===== src/hdl/lcq_pkg.sv =====
// Constants of the DDR read latency query table and its serial read port.
// Assumes a single 50 MHz system clock; the table contents are fixed at build time.
package lcq_pkg;

    // Parameter header bytes
    localparam logic [7:0] LCQ_PARAM_ID  = 8'h9A;
    localparam logic [7:0] LCQ_PARAM_LEN = 8'h2A;
    localparam logic [7:0] LCQ_ROW_COUNT = 8'h05;
    localparam logic [7:0] LCQ_ROW_LEN   = 8'h08;
    localparam logic [7:0] LCQ_HDR_FREQ  = 8'h46;
    localparam logic [7:0] LCQ_HDR_CODE  = 8'h43;

    // Command opcodes carried in the header row
    localparam logic [7:0] LCQ_OPC_FAST3 = 8'h0D;
    localparam logic [7:0] LCQ_OPC_FAST4 = 8'h0E;
    localparam logic [7:0] LCQ_OPC_DUAL3 = 8'hBD;
    localparam logic [7:0] LCQ_OPC_DUAL4 = 8'hBE;
    localparam logic [7:0] LCQ_OPC_QUAD3 = 8'hED;
    localparam logic [7:0] LCQ_OPC_QUAD4 = 8'hEE;

    // Byte offsets within the parameter
    localparam logic [7:0] LCQ_OFS_ID     = 8'h00;
    localparam logic [7:0] LCQ_OFS_LEN    = 8'h01;
    localparam logic [7:0] LCQ_OFS_ROWS   = 8'h02;
    localparam logic [7:0] LCQ_OFS_ROWLEN = 8'h03;
    localparam logic [7:0] LCQ_OFS_HDRF   = 8'h04;
    localparam logic [7:0] LCQ_OFS_HDRC   = 8'h05;
    localparam logic [7:0] LCQ_OFS_OPC    = 8'h06;
    localparam logic [7:0] LCQ_OFS_ROW2   = 8'h0C;
    localparam logic [7:0] LCQ_TABLE_END  = 8'h2C;
    localparam logic [7:0] LCQ_FILL_BYTE  = 8'h00;

    // Data rows (rows 2 to 5)
    localparam int         LCQ_DATA_ROWS = 4;
    localparam logic [7:0] LCQ_ROW_FREQ  [LCQ_DATA_ROWS] = '{8'h32, 8'h42, 8'h42, 8'h42};
    localparam logic [1:0] LCQ_ROW_CODE  [LCQ_DATA_ROWS] = '{2'h3, 2'h0, 2'h1, 2'h2};
    localparam logic [7:0] LCQ_LAT_FAST  [LCQ_DATA_ROWS] = '{8'h04, 8'h05, 8'h06, 8'h07};
    localparam logic [7:0] LCQ_LAT_DUAL  [LCQ_DATA_ROWS] = '{8'h04, 8'h06, 8'h07, 8'h08};
    localparam logic [7:0] LCQ_LAT_QUAD  [LCQ_DATA_ROWS] = '{8'h03, 8'h06, 8'h07, 8'h08};
    localparam logic [7:0] LCQ_MODE_FAST = 8'h00;
    localparam logic [7:0] LCQ_MODE_DUAL = 8'h00;
    localparam logic [7:0] LCQ_MODE_QUAD = 8'h01;

    // Serial port
    localparam logic [2:0] LCQ_BIT_LAST  = 3'h7;

    typedef enum logic [1:0] {CMD_NONE, CMD_FAST, CMD_DUAL, CMD_QUAD} lcq_cmd_t;
    typedef enum {ST_ADDR, ST_DATA} lcq_state_t;

endpackage


===== src/hdl/lcq_ddr_latency_table.sv =====
// DDR read latency query table: serial byte read port plus a latency lookup for the read engine.
// Assumes sck, csN and sdi come from an external host (SPI mode 0) and are async to mclk;
// the lookup inputs are on the mclk domain.
// Operation
// - First byte is table identifier 9Ah
// - Length 2Ah, five rows of eight
// - Header row starts with F, C
// - Fast DDR read opcodes 0Dh, 0Eh
// - Dual I/O DDR opcodes BDh, BEh
// - Quad I/O DDR opcodes EDh, EEh
// - 50 MHz code 11b: 4,4,3 latency
// - 66 MHz code 00b: 5,6,6 latency
// - 66 MHz code 01b: 6,7,7 latency
// - 66 MHz code 10b: 7,8,8 latency
// - Quad DDR one mode cycle, others none
// - Row bytes: frequency MHz, then code
`timescale 1ns/1ns
module lcq_ddr_latency_table
    import lcq_pkg::*;
(
    input  wire logic       mclk,
    input  wire logic       reset,
    input  wire logic       sck,
    input  wire logic       csN,
    input  wire logic       sdi,
    output logic            sdo,
    output logic            sdoOe,
    input  wire logic [7:0] cmdOpcode,
    input  wire logic [1:0] latencyCode,
    input  wire logic [7:0] sckFreqMhz,
    input  wire logic       lookupReq,
    output logic            lookupDone,
    output logic            lookupHit,
    output logic            cmdAddr4,
    output logic      [7:0] modeCycles,
    output logic      [7:0] latencyCycles
);
    import lcq_pkg::*;

    // Opcode classification, shared by hit and cycle decode; is_addr4 decodes the address width
    function automatic lcq_cmd_t cmd_class(input logic [7:0] opc);
        case (opc)
            LCQ_OPC_FAST3, LCQ_OPC_FAST4: cmd_class = CMD_FAST;
            LCQ_OPC_DUAL3, LCQ_OPC_DUAL4: cmd_class = CMD_DUAL;
            LCQ_OPC_QUAD3, LCQ_OPC_QUAD4: cmd_class = CMD_QUAD;
            default:                      cmd_class = CMD_NONE;
        endcase
    endfunction

    function automatic logic is_addr4(input logic [7:0] opc);
        is_addr4 = (opc == LCQ_OPC_FAST4) || (opc == LCQ_OPC_DUAL4) || (opc == LCQ_OPC_QUAD4);
    endfunction

    // Pin synchronisers: stage one feeds stage two only
    logic [2:0] sckMeta_ff, nxt_sckMeta;
    logic [1:0] csMeta_ff,  nxt_csMeta;
    logic [1:0] sdiMeta_ff, nxt_sdiMeta;
    logic       sckRise, sckFall, csIdle, sdiBit;

    always_comb begin
        nxt_sckMeta = {sckMeta_ff[1:0], sck};
        nxt_csMeta  = {csMeta_ff[0], csN};
        nxt_sdiMeta = {sdiMeta_ff[0], sdi};
    end

    always_ff @(posedge mclk) begin
        if (reset) begin
            sckMeta_ff <= 3'h0;
            csMeta_ff  <= 2'h3;
            sdiMeta_ff <= 2'h0;
        end else begin
            sckMeta_ff <= nxt_sckMeta;
            csMeta_ff  <= nxt_csMeta;
            sdiMeta_ff <= nxt_sdiMeta;
        end
    end

    assign sckRise = sckMeta_ff[1] & ~sckMeta_ff[2];
    assign sckFall = ~sckMeta_ff[1] & sckMeta_ff[2];
    assign csIdle  = csMeta_ff[1];
    assign sdiBit  = sdiMeta_ff[1];

    // Serial query read: 8-bit offset in, then bytes out from that offset onward
    lcq_state_t state_ff, nxt_state;
    logic [7:0] addrSh_ff, nxt_addrSh;
    logic [7:0] ptr_ff,    nxt_ptr;
    logic [7:0] dataSh_ff, nxt_dataSh;
    logic [2:0] bitCnt_ff, nxt_bitCnt;
    logic       sdo_ff,    nxt_sdo;
    logic       sdoOe_ff,  nxt_sdoOe;
    logic [7:0] romOffset, romByte;

    // Offset of the byte about to be loaded into the shifter
    assign romOffset = (state_ff == ST_ADDR) ? {addrSh_ff[6:0], sdiBit} : ptr_ff + 8'h01;

    lcq_table_rom u_rom (
        .offset   (romOffset),
        .dataByte (romByte)
    );

    always_comb begin
        nxt_state  = state_ff;
        nxt_addrSh = addrSh_ff;
        nxt_ptr    = ptr_ff;
        nxt_dataSh = dataSh_ff;
        nxt_bitCnt = bitCnt_ff;
        nxt_sdo    = sdo_ff;
        nxt_sdoOe  = sdoOe_ff;
        if (csIdle) begin
            // Deselect aborts any frame; the host restarts with a new offset
            nxt_state  = ST_ADDR;
            nxt_bitCnt = 3'h0;
            nxt_sdoOe  = 1'b0;
            nxt_sdo    = 1'b0;
        end else begin
            case (state_ff)
                ST_ADDR: begin
                    if (sckRise) begin
                        nxt_addrSh = {addrSh_ff[6:0], sdiBit};
                        nxt_bitCnt = bitCnt_ff + 3'h1;
                        if (bitCnt_ff == LCQ_BIT_LAST) begin
                            nxt_ptr    = romOffset;
                            nxt_dataSh = romByte;
                            nxt_state  = ST_DATA;
                        end
                    end
                end
                ST_DATA: begin
                    // Data changes on falling sck so the host samples it on the rising one
                    if (sckFall) begin
                        nxt_sdoOe  = 1'b1;
                        nxt_sdo    = dataSh_ff[7];
                        nxt_dataSh = {dataSh_ff[6:0], 1'b0};
                        nxt_bitCnt = bitCnt_ff + 3'h1;
                        if (bitCnt_ff == LCQ_BIT_LAST) begin
                            nxt_ptr    = romOffset;
                            nxt_dataSh = romByte;
                        end
                    end
                end
                default: nxt_state = ST_ADDR;
            endcase
        end
    end

    always_ff @(posedge mclk) begin
        if (reset) begin
            state_ff  <= ST_ADDR;
            addrSh_ff <= 8'h00;
            ptr_ff    <= 8'h00;
            dataSh_ff <= 8'h00;
            bitCnt_ff <= 3'h0;
            sdo_ff    <= 1'b0;
            sdoOe_ff  <= 1'b0;
        end else begin
            state_ff  <= nxt_state;
            addrSh_ff <= nxt_addrSh;
            ptr_ff    <= nxt_ptr;
            dataSh_ff <= nxt_dataSh;
            bitCnt_ff <= nxt_bitCnt;
            sdo_ff    <= nxt_sdo;
            sdoOe_ff  <= nxt_sdoOe;
        end
    end

    assign sdo   = sdo_ff;
    assign sdoOe = sdoOe_ff;

    // Latency lookup: first row whose limit covers the clock and whose code matches
    logic       done_ff,  nxt_done;
    logic       hit_ff,   nxt_hit;
    logic       addr4_ff, nxt_addr4;
    logic [7:0] mode_ff,  nxt_mode;
    logic [7:0] lat_ff,   nxt_lat;
    lcq_cmd_t   cls;
    logic       found;

    always_comb begin
        cls       = cmd_class(cmdOpcode);
        found     = 1'b0;
        nxt_done  = lookupReq;
        nxt_hit   = hit_ff;
        nxt_addr4 = addr4_ff;
        nxt_mode  = mode_ff;
        nxt_lat   = lat_ff;
        if (lookupReq) begin
            nxt_hit   = 1'b0;
            nxt_addr4 = is_addr4(cmdOpcode);
            nxt_mode  = 8'h00;
            nxt_lat   = 8'h00;
            for (int r = 0; r < LCQ_DATA_ROWS; r++) begin
                if (!found && cls != CMD_NONE && sckFreqMhz <= LCQ_ROW_FREQ[r]
                    && latencyCode == LCQ_ROW_CODE[r]) begin
                    found   = 1'b1;
                    nxt_hit = 1'b1;
                    case (cls)
                        CMD_FAST: begin
                            nxt_mode = LCQ_MODE_FAST;
                            nxt_lat  = LCQ_LAT_FAST[r];
                        end
                        CMD_DUAL: begin
                            nxt_mode = LCQ_MODE_DUAL;
                            nxt_lat  = LCQ_LAT_DUAL[r];
                        end
                        default: begin
                            nxt_mode = LCQ_MODE_QUAD;
                            nxt_lat  = LCQ_LAT_QUAD[r];
                        end
                    endcase
                end
            end
        end
    end

    always_ff @(posedge mclk) begin
        if (reset) begin
            done_ff  <= 1'b0;
            hit_ff   <= 1'b0;
            addr4_ff <= 1'b0;
            mode_ff  <= 8'h00;
            lat_ff   <= 8'h00;
        end else begin
            done_ff  <= nxt_done;
            hit_ff   <= nxt_hit;
            addr4_ff <= nxt_addr4;
            mode_ff  <= nxt_mode;
            lat_ff   <= nxt_lat;
        end
    end

    assign lookupDone    = done_ff;
    assign lookupHit     = hit_ff;
    assign cmdAddr4      = addr4_ff;
    assign modeCycles    = mode_ff;
    assign latencyCycles = lat_ff;

endmodule


===== src/hdl/lcq_table_rom.sv =====
// Byte lookup of the DDR latency query parameter.
// Purely combinational; the caller registers the result.
`timescale 1ns/1ns
module lcq_table_rom
    import lcq_pkg::*;
(
    input  wire logic [7:0] offset,
    output logic      [7:0] dataByte
);
    logic [7:0] rel;
    logic [1:0] row;

    always_comb begin
        rel = offset - LCQ_OFS_ROW2;
        row = rel[4:3];
        dataByte = LCQ_FILL_BYTE;
        if (offset < LCQ_OFS_ROW2) begin
            case (offset)
                LCQ_OFS_ID:         dataByte = LCQ_PARAM_ID;
                LCQ_OFS_LEN:        dataByte = LCQ_PARAM_LEN;
                LCQ_OFS_ROWS:       dataByte = LCQ_ROW_COUNT;
                LCQ_OFS_ROWLEN:     dataByte = LCQ_ROW_LEN;
                LCQ_OFS_HDRF:       dataByte = LCQ_HDR_FREQ;
                LCQ_OFS_HDRC:       dataByte = LCQ_HDR_CODE;
                LCQ_OFS_OPC:        dataByte = LCQ_OPC_FAST3;
                LCQ_OFS_OPC + 8'h1: dataByte = LCQ_OPC_FAST4;
                LCQ_OFS_OPC + 8'h2: dataByte = LCQ_OPC_DUAL3;
                LCQ_OFS_OPC + 8'h3: dataByte = LCQ_OPC_DUAL4;
                LCQ_OFS_OPC + 8'h4: dataByte = LCQ_OPC_QUAD3;
                LCQ_OFS_OPC + 8'h5: dataByte = LCQ_OPC_QUAD4;
                default:            dataByte = LCQ_FILL_BYTE;
            endcase
        end else if (offset < LCQ_TABLE_END) begin
            case (rel[2:0])
                3'h0:    dataByte = LCQ_ROW_FREQ[row];
                3'h1:    dataByte = {6'h00, LCQ_ROW_CODE[row]};
                3'h2:    dataByte = LCQ_MODE_FAST;
                3'h3:    dataByte = LCQ_LAT_FAST[row];
                3'h4:    dataByte = LCQ_MODE_DUAL;
                3'h5:    dataByte = LCQ_LAT_DUAL[row];
                3'h6:    dataByte = LCQ_MODE_QUAD;
                default: dataByte = LCQ_LAT_QUAD[row];
            endcase
        end
    end
endmodule


===== config.mk =====
export PLATFORM = sky130hd
export DESIGN_NAME = lcq_ddr_latency_table
export DESIGN_NICKNAME = d
export VERILOG_FILES = /design/src/hdl/lcq_pkg.sv /design/src/hdl/lcq_ddr_latency_table.sv /design/src/hdl/lcq_table_rom.sv
export SDC_FILE = /design/constraint.sdc
export NUM_CORES = 1
export LEC_CHECK = 0
export BUFFER_PORTS_ARGS = -buffer_cell sky130_fd_sc_hd__buf_2
export CAP_MARGIN = 25
export CORE_UTILIZATION = 57
export DETAILED_ROUTE_END_ITERATION = 10
export PLACE_DENSITY = 0.9
export SLEW_MARGIN = 20
export SYNTH_ARGS = -nofsm -noshare
export SYNTH_HDL_FRONTEND = slang
export SYNTH_SLANG_ARGS = --single-unit

===== constraint.sdc =====
create_clock -name mclk -period 3.55 [get_ports mclk]
set_clock_uncertainty 0.2 [all_clocks]
set_input_delay 0.71 -clock mclk [delete_from_list [all_inputs] [get_ports mclk]]
set_output_delay 0.71 -clock mclk [all_outputs]
set_load 0.03 [all_outputs]

=== Word-level counts from Yosys, hierarchy flattened ===
Memories as Yosys holds them, arrays and structs flattened.
Index checks and enable logic that the tools add are counted.
W data, S select, Z words.

* Reduce and logical (&&, ||, !) cells: 35
* Add/subtract/negate cells: 3
* Bitwise operators: 7
* Muxes and demuxes: 58
* Equality and inequality tests: 22
* Order comparisons: 5

{| class="wikitable"
|+ Operator list
! operator !! number
|-
| $mux W8 || 25
|-
| $bmux W8 S2 || 4
|-
| $logic_not A32 Y1 || 2
|-
| $mux W32 || 2
|-
| $pmux W32 S2 || 1
|-
| $pmux W8 S6 || 1
|-
| $eq A32 B1 Y1 const B || 1
|-
| $eq A8 B8 Y1 const B || 4
|-
| $pmux W8 S2 || 2
|-
| $eq A8 B4 Y1 const B || 2
|-
| $eq A3 B3 Y1 const B || 4
|-
| $mux W1 || 12
|-
| $mux W3 || 4
|-
| $reduce_or A2 Y1 || 6
|-
| $logic_and A1 B1 Y1 || 11
|-
| $reduce_and A3 Y1 || 3
|-
| $add A8 B1 Y8 const B || 1
|-
| $le A8 B6 Y1 const B || 1
|-
| $le A8 B7 Y1 const B || 1
|-
| $lt A8 B4 Y1 const B || 1
|-
| $lt A8 B6 Y1 const B || 1
|-
| $eq A2 B2 Y1 const B || 3
|-
| $eq A3 B2 Y1 const B || 2
|-
| $mux W2 || 3
|-
| 22 further kinds || 33
|}

* Input bits: 24
* Word-level logic and storage cells: 146
* Memories kept: 1
* Register bits after elaboration: 86
* Bits in read-only memories: 128
* Output and inout bits: 21

{| class="wikitable"
|+ Memory list
! name !! words !! bits a word !! rd ports !! clocked after Yosys merged registers in !! write ports !! RTL line !! text
|-
| (no name shown) || 16 || 8 || 1 || 0 || 0 || lcq_table_rom.sv:18 || <nowiki>case (offset)</nowiki>
|}

=== Logic depth before layout (Yosys ltp) ===
* Depth after elaboration: 25
* Mapped depth: 16

=== Modules after synthesis ===
From an unflattened synthesis, not the netlist that was laid out.

* Cell total of the unflattened synthesis: 306
* Area, all modules: 2617.5 µm²

{| class="wikitable"
|+ Modules (own cells, without submodules)
! module !! times used !! cells an instance !! area each (µm²)
|-
| lcq_ddr_latency_table || 1 || 241 || 2193.4
|-
| lcq_table_rom || 1 || 65 || 424.2
|}

=== Worst setup path after synthesis ===
Ideal clock, no wire load.

* Path type: input -> register
* From: input port cmdOpcode[5]
* To: register lat_ff[0] (netlist: latencyCycles[0])
* Cell stages on the path: 10
* Arrival: 2.845 ns
* Setup slack: 0.419 ns
* Library setup time: 0.086 ns
* Path through: or3_1 a21oi_1 and2_1 inv_1 ha_1 or4_1 a31oi_1 nand2_1 mux2_2 a211oi_1

* Cells in the longest elaborated chain, start to end: 25

{| class="wikitable"
|+ RTL lines
! item !! RTL line !! text
|-
| from (decl) || lcq_ddr_latency_table.sv:28 || <nowiki>input wire logic [7:0] cmdOpcode,</nowiki>
|-
| $eq A8 B8 Y1 / $eq A8 B4 Y1 (equally long branches) || lcq_ddr_latency_table.sv:42 || <nowiki>case (opc)</nowiki>
|-
| $reduce_or A2 Y1 || lcq_ddr_latency_table.sv:42 ||
|-
| $pmux W2 S3 (*) || lcq_ddr_latency_table.sv:42 ||
|-
| $reduce_bool A2 Y1 || lcq_ddr_latency_table.sv:192 || <nowiki>if (!found && cls != CMD_NONE && sckFreqMhz <= LCQ_ROW_FREQ[r]</nowiki>
|-
| $logic_and A1 B1 Y1 || lcq_ddr_latency_table.sv:192 ||
|-
| $logic_and A1 B1 Y1 || lcq_ddr_latency_table.sv:193 || <nowiki>&& latencyCode == LCQ_ROW_CODE[r]) begin</nowiki>
|-
| $mux W1 || lcq_ddr_latency_table.sv:192 ||
|-
| $mux W1 || lcq_ddr_latency_table.sv:186 || <nowiki>if (lookupReq) begin</nowiki>
|-
| (+7 left out) || n/a ||
|-
| $logic_and A1 B1 Y1 (2 in a row) || lcq_ddr_latency_table.sv:192 ||
|-
| $logic_and A1 B1 Y1 || lcq_ddr_latency_table.sv:193 ||
|-
| $mux W1 || lcq_ddr_latency_table.sv:192 ||
|-
| $mux W1 || lcq_ddr_latency_table.sv:186 ||
|-
| $logic_not A1 Y1 || lcq_ddr_latency_table.sv:192 ||
|-
| $logic_and A1 B1 Y1 (2 in a row) || lcq_ddr_latency_table.sv:192 ||
|-
| $logic_and A1 B1 Y1 || lcq_ddr_latency_table.sv:193 ||
|-
| $mux W8 (*) || lcq_ddr_latency_table.sv:192 ||
|-
| to (signal assigned) || lcq_ddr_latency_table.sv:227 || <nowiki>lat_ff <= nxt_lat;</nowiki>
|-
| to (decl) || lcq_ddr_latency_table.sv:174 || <nowiki>logic [7:0] lat_ff, nxt_lat;</nowiki>
|}

Every way passes the cells marked *; elsewhere a longest branch is shown, timed or not. The select of a mux whose other input is x is not followed.
A chain may end at the register's enable or synchronous reset.

=== Worst setup path after layout ===
* From: register state_ff[0]
* To: register dataSh_ff[1]

* Cells in the longest elaborated chain, start to end: 13

{| class="wikitable"
|+ RTL lines
! item !! RTL line !! text
|-
| from (decl) || lcq_ddr_latency_table.sv:84 || <nowiki>lcq_state_t state_ff, nxt_state;</nowiki>
|-
| from (signal assigned) || lcq_ddr_latency_table.sv:156 || <nowiki>state_ff <= nxt_state;</nowiki>
|-
| $logic_not A32 Y1 (*) || lcq_ddr_latency_table.sv:94 || <nowiki>assign romOffset = (state_ff == ST_ADDR) ? {addrSh_ff[6:0], sdiBit} : ptr_ff + 8'h01;</nowiki>
|-
| $mux W8 (*) || lcq_ddr_latency_table.sv:94 ||
|-
| net romOffset[0] || lcq_ddr_latency_table.sv:91 || <nowiki>logic [7:0] romOffset, romByte;</nowiki>
|-
| $sub A5 B4 Y5 || lcq_table_rom.sv:14 || <nowiki>rel = offset - LCQ_OFS_ROW2;</nowiki>
|-
| $not A2 Y3 (not written as such) || n/a ||
|-
| $bmux W8 S2, or another cell as far along || lcq_table_rom.sv:42 || <nowiki>default: dataByte = LCQ_LAT_QUAD[row];</nowiki>
|-
| $mux W8 (not written as such), or another cell as far along (2 in a row) || lcq_table_rom.sv:42 ||
|-
| $pmux W8 S6 || lcq_table_rom.sv:34 || <nowiki>case (rel[2:0])</nowiki>
|-
| $mux W8 || lcq_table_rom.sv:33 || <nowiki>end else if (offset < LCQ_TABLE_END) begin</nowiki>
|-
| $mux W8 (*) || lcq_table_rom.sv:17 || <nowiki>if (offset < LCQ_OFS_ROW2) begin</nowiki>
|-
| $mux W8, on equally long branches || lcq_ddr_latency_table.sv:135, lcq_ddr_latency_table.sv:121 ||
|-
| $mux W8, on equally long branches || lcq_ddr_latency_table.sv:130, lcq_ddr_latency_table.sv:118 ||
|-
| $pmux W8 S2 (*) || lcq_ddr_latency_table.sv:116 || <nowiki>case (state_ff)</nowiki>
|-
| to (signal assigned) || lcq_ddr_latency_table.sv:159 || <nowiki>dataSh_ff <= nxt_dataSh;</nowiki>
|-
| to (decl) || lcq_ddr_latency_table.sv:87 || <nowiki>logic [7:0] dataSh_ff, nxt_dataSh;</nowiki>
|}

Mark *: on every way through the listed nets, which the timed path passes. The rest lies on a longest branch. The select of a mux whose other input is x is not followed.

==> qor.csv <==
metric,value,unit
status,completed,
maxCapViolCount,0,
synth.distinct_cells,62,
synth_area_per_cell,7.98,sq um
antenna_found_initial,0,
first_pass_iters,5,
layout.nets,424,
gp_congestion,0.912,
final_area,0.00312,sq mm
synthTopCellsByCount,"dfxtp_1, nor2_1, a21oi_1",
die_y,72.3,microns
drt-total-wl,6490,microns
clock_sinks,44,
layout-drive-gt1-share,0.171,
start_kind,flip-flop,
yosysWarnings,0,
cts_resized,0,
slew_headroom,0.492,
grt_pass1_wl,10700,microns
cts_setup_buffers,0,
yosysTopAreaCell,dfxtp_1,
tns,0,ns
worstSetupPathType,flip-flop to flip-flop,
ant_nets,0,
h-tree-depth,2,
cpPeakStageDelay,0.65,ns
worst_setup_path_end_kind,flip-flop,
cts_hold_buf,0,
power.density,322,mW/mm^2
numCtsBuffers,5,
initial_core_util,0.596,
synthArstFlopShare,0,
nFillCells,382,
numPortBuffers,33,
finalCriticalPeriod,3.34,ns
crit_slowest_cell,dfxtp_1,
row_count,25,
cts_max_path_buffers,2,
drv_slew,0,
max_freq,299,MHz
grt_pass1_vias,2429,
hold_violations,0,
insertion_delay,0.31,ns
synth.area.top_cells,"dfxtp_1, ha_1, nor2_1",
ys.flop_type,dfxtp_1,
cts-root-buf,clkbuf_8,
synthCells,353,
period_share,0.942,
setup_viol,0,
required,3.59,ns
ff2ff_setup_slack,0.21,ns
vias_per_cell,6.00,
core_area,0.00472,sq mm
grt_overflow,0,
path_cells,clkinv_1 > buf_4 > a21oi_1 > inv_1 > ha_1 > inv_1 > nand2_1 > o31a_1 > o21ai_0 > nand4_1 > a31oi_1,
die_w,72.3,microns
synth_edf_count,0,
worstMarginPinSlew,0.761,ns
placed_cell_area,0.00300,sq mm
min_path_type,flip-flop to flip-flop,
critPathBufInv,4,
vdd_drop_max,0.269,mV
die_area,0.00523,sq mm
grt_setup_unrepaired,no,
io_pins,45,
ys_seq_elements,44,
p_leak,0.00118,uW
worstPathMaxFanout,14,
grtUsageTotal,0.260,
synth_area,0.00282,sq mm
vias,2714,
cp_top_family,compound AO/OA/AOI/OAI gates,
clkTransAtPathRegs,0.09,ns
grt_max_degree,40,
synth_top_area_share,0.313,
drc,0,
cp.arrival,3.39,ns
wire_per_inst,14.4,microns
cts_tree,yes,
dr.first_iter.drc_count,276,
areaGrowthSynthToFinish,10.7,%
worst_path_most_repeated_cell,inv_1,
place_hpwl,4690,microns
ys_seq_area_frac,0.313,
diodes,0,
==> routing by layer <==
| layer | vias to the layer above | routed length, microns | global-route usage |
|---|---|---|---|
| met2 | 122 | 3070 | 0.424 |
| met4 | 0 | 186 | 0.139 |
| met1 | 1274 | 2860 | 0.329 |
| li1 | 1302 | - | - |
| met5 | - | 0 | 0 |
| met3 | 16 | 379 | 0.0431 |
==> through the flow <==
stage                     power, uW  hold WS [ns]  utilization  worst slack (ns)  std cells
after floorplan                 580         0.189            -             0.419        363
after global placement          595         0.194        0.634             0.334        444
after detailed placement        598         0.199        0.634             0.233        444
after CTS                      1010         0.219        0.660             0.282        452
after global routing           1040         0.235        0.660          0.000686        452
final                          1000         0.216        0.660             0.206        452
==> cells by family after synthesis <==
logic type | synth area share
adders and majority gates | 0.0711
and+or+nand+nor | 0.239
DFF | 0.313
buffers and inverters | 0.0755
muxes | 0.0431
AOI/OAI and AO/OA | 0.226
other | 0.00133
xor gates and xnor gates | 0.0311
==> worst paths after layout <==
check / start / endpoint / cells past startpoint
setup / recovery: state_ff[0]$_SDFFE_PP0P_ / dataSh_ff[1]$_SDFFE_PP0P_ / 11
setup reg to reg: state_ff[0]$_SDFFE_PP0P_ / dataSh_ff[1]$_SDFFE_PP0P_ / 11
hold / removal: csMeta_ff[0]$_SDFF_PP1_ / csMeta_ff[1]$_SDFF_PP1_ / 1
hold reg to reg: csMeta_ff[0]$_SDFF_PP1_ / csMeta_ff[1]$_SDFF_PP1_ / 1
==> flip-flops by register name, summed over array words and instances (netlist names) <==
register       count
dataSh_ff          8
ptr_ff             8
addrSh_ff          7
latencyCycles      4
bitCnt_ff          3
sckMeta_ff         3
csMeta_ff          2
sdiMeta_ff         2
cmdAddr4           1
lookupDone         1
lookupHit          1
modeCycles         1
sdo                1
sdoOe              1
state_ff           1
==> area by class of cell <==
type                    count  area, sq um  share of cell area
multi-input cells         280         1760               0.565
inverters                  12         45.0              0.0145
clock inverters             2         38.8              0.0124
well taps                  67         83.8              0.0269
flip-flops and latches     44          881               0.283
repair buffers             41          225              0.0723
clock buffers               6         82.6              0.0265
==> cell usage in the layout (no fill, tap or decap), types with 4 or more instances in the layout <==
cell type	n
nor3_1	6
xor2_1	5
nand2b_1	4
clkbuf_8	6
nor2_1	44
nand3_1	6
buf_2	33
inv_1	9
a211oi_1	6
conb_1	11
xnor2_1	5
o21ai_0	20
ha_1	16
buf_4	8
or3_1	5
nor3b_1	4
mux2i_1	11
a31oi_1	7
nor2b_1	11
nand4_1	7
a21oi_1	30
nand2_1	28
or2_2	4
o211ai_1	4
dfxtp_1	44
==> where the power goes <==
part	switching, uW	leakage [uW]	internal, uW
combinational	55.4	0.000766	28.5
sequential	3.87	0.000357	500
clock	186	0.0000614	230
==> worst register-to-register path, delay by kind of cell, from the launching register on <==
family                   cells  cell delay, ns
flip-flops                   1            0.65
AND/OR/NAND/NOR              2            0.31
buffers and inverters        4            0.74
AO/OA/AOI/OAI                4            1.06
adder cells (fa/ha/maj)      1            0.32
Power figures use the tool's default switching activity.
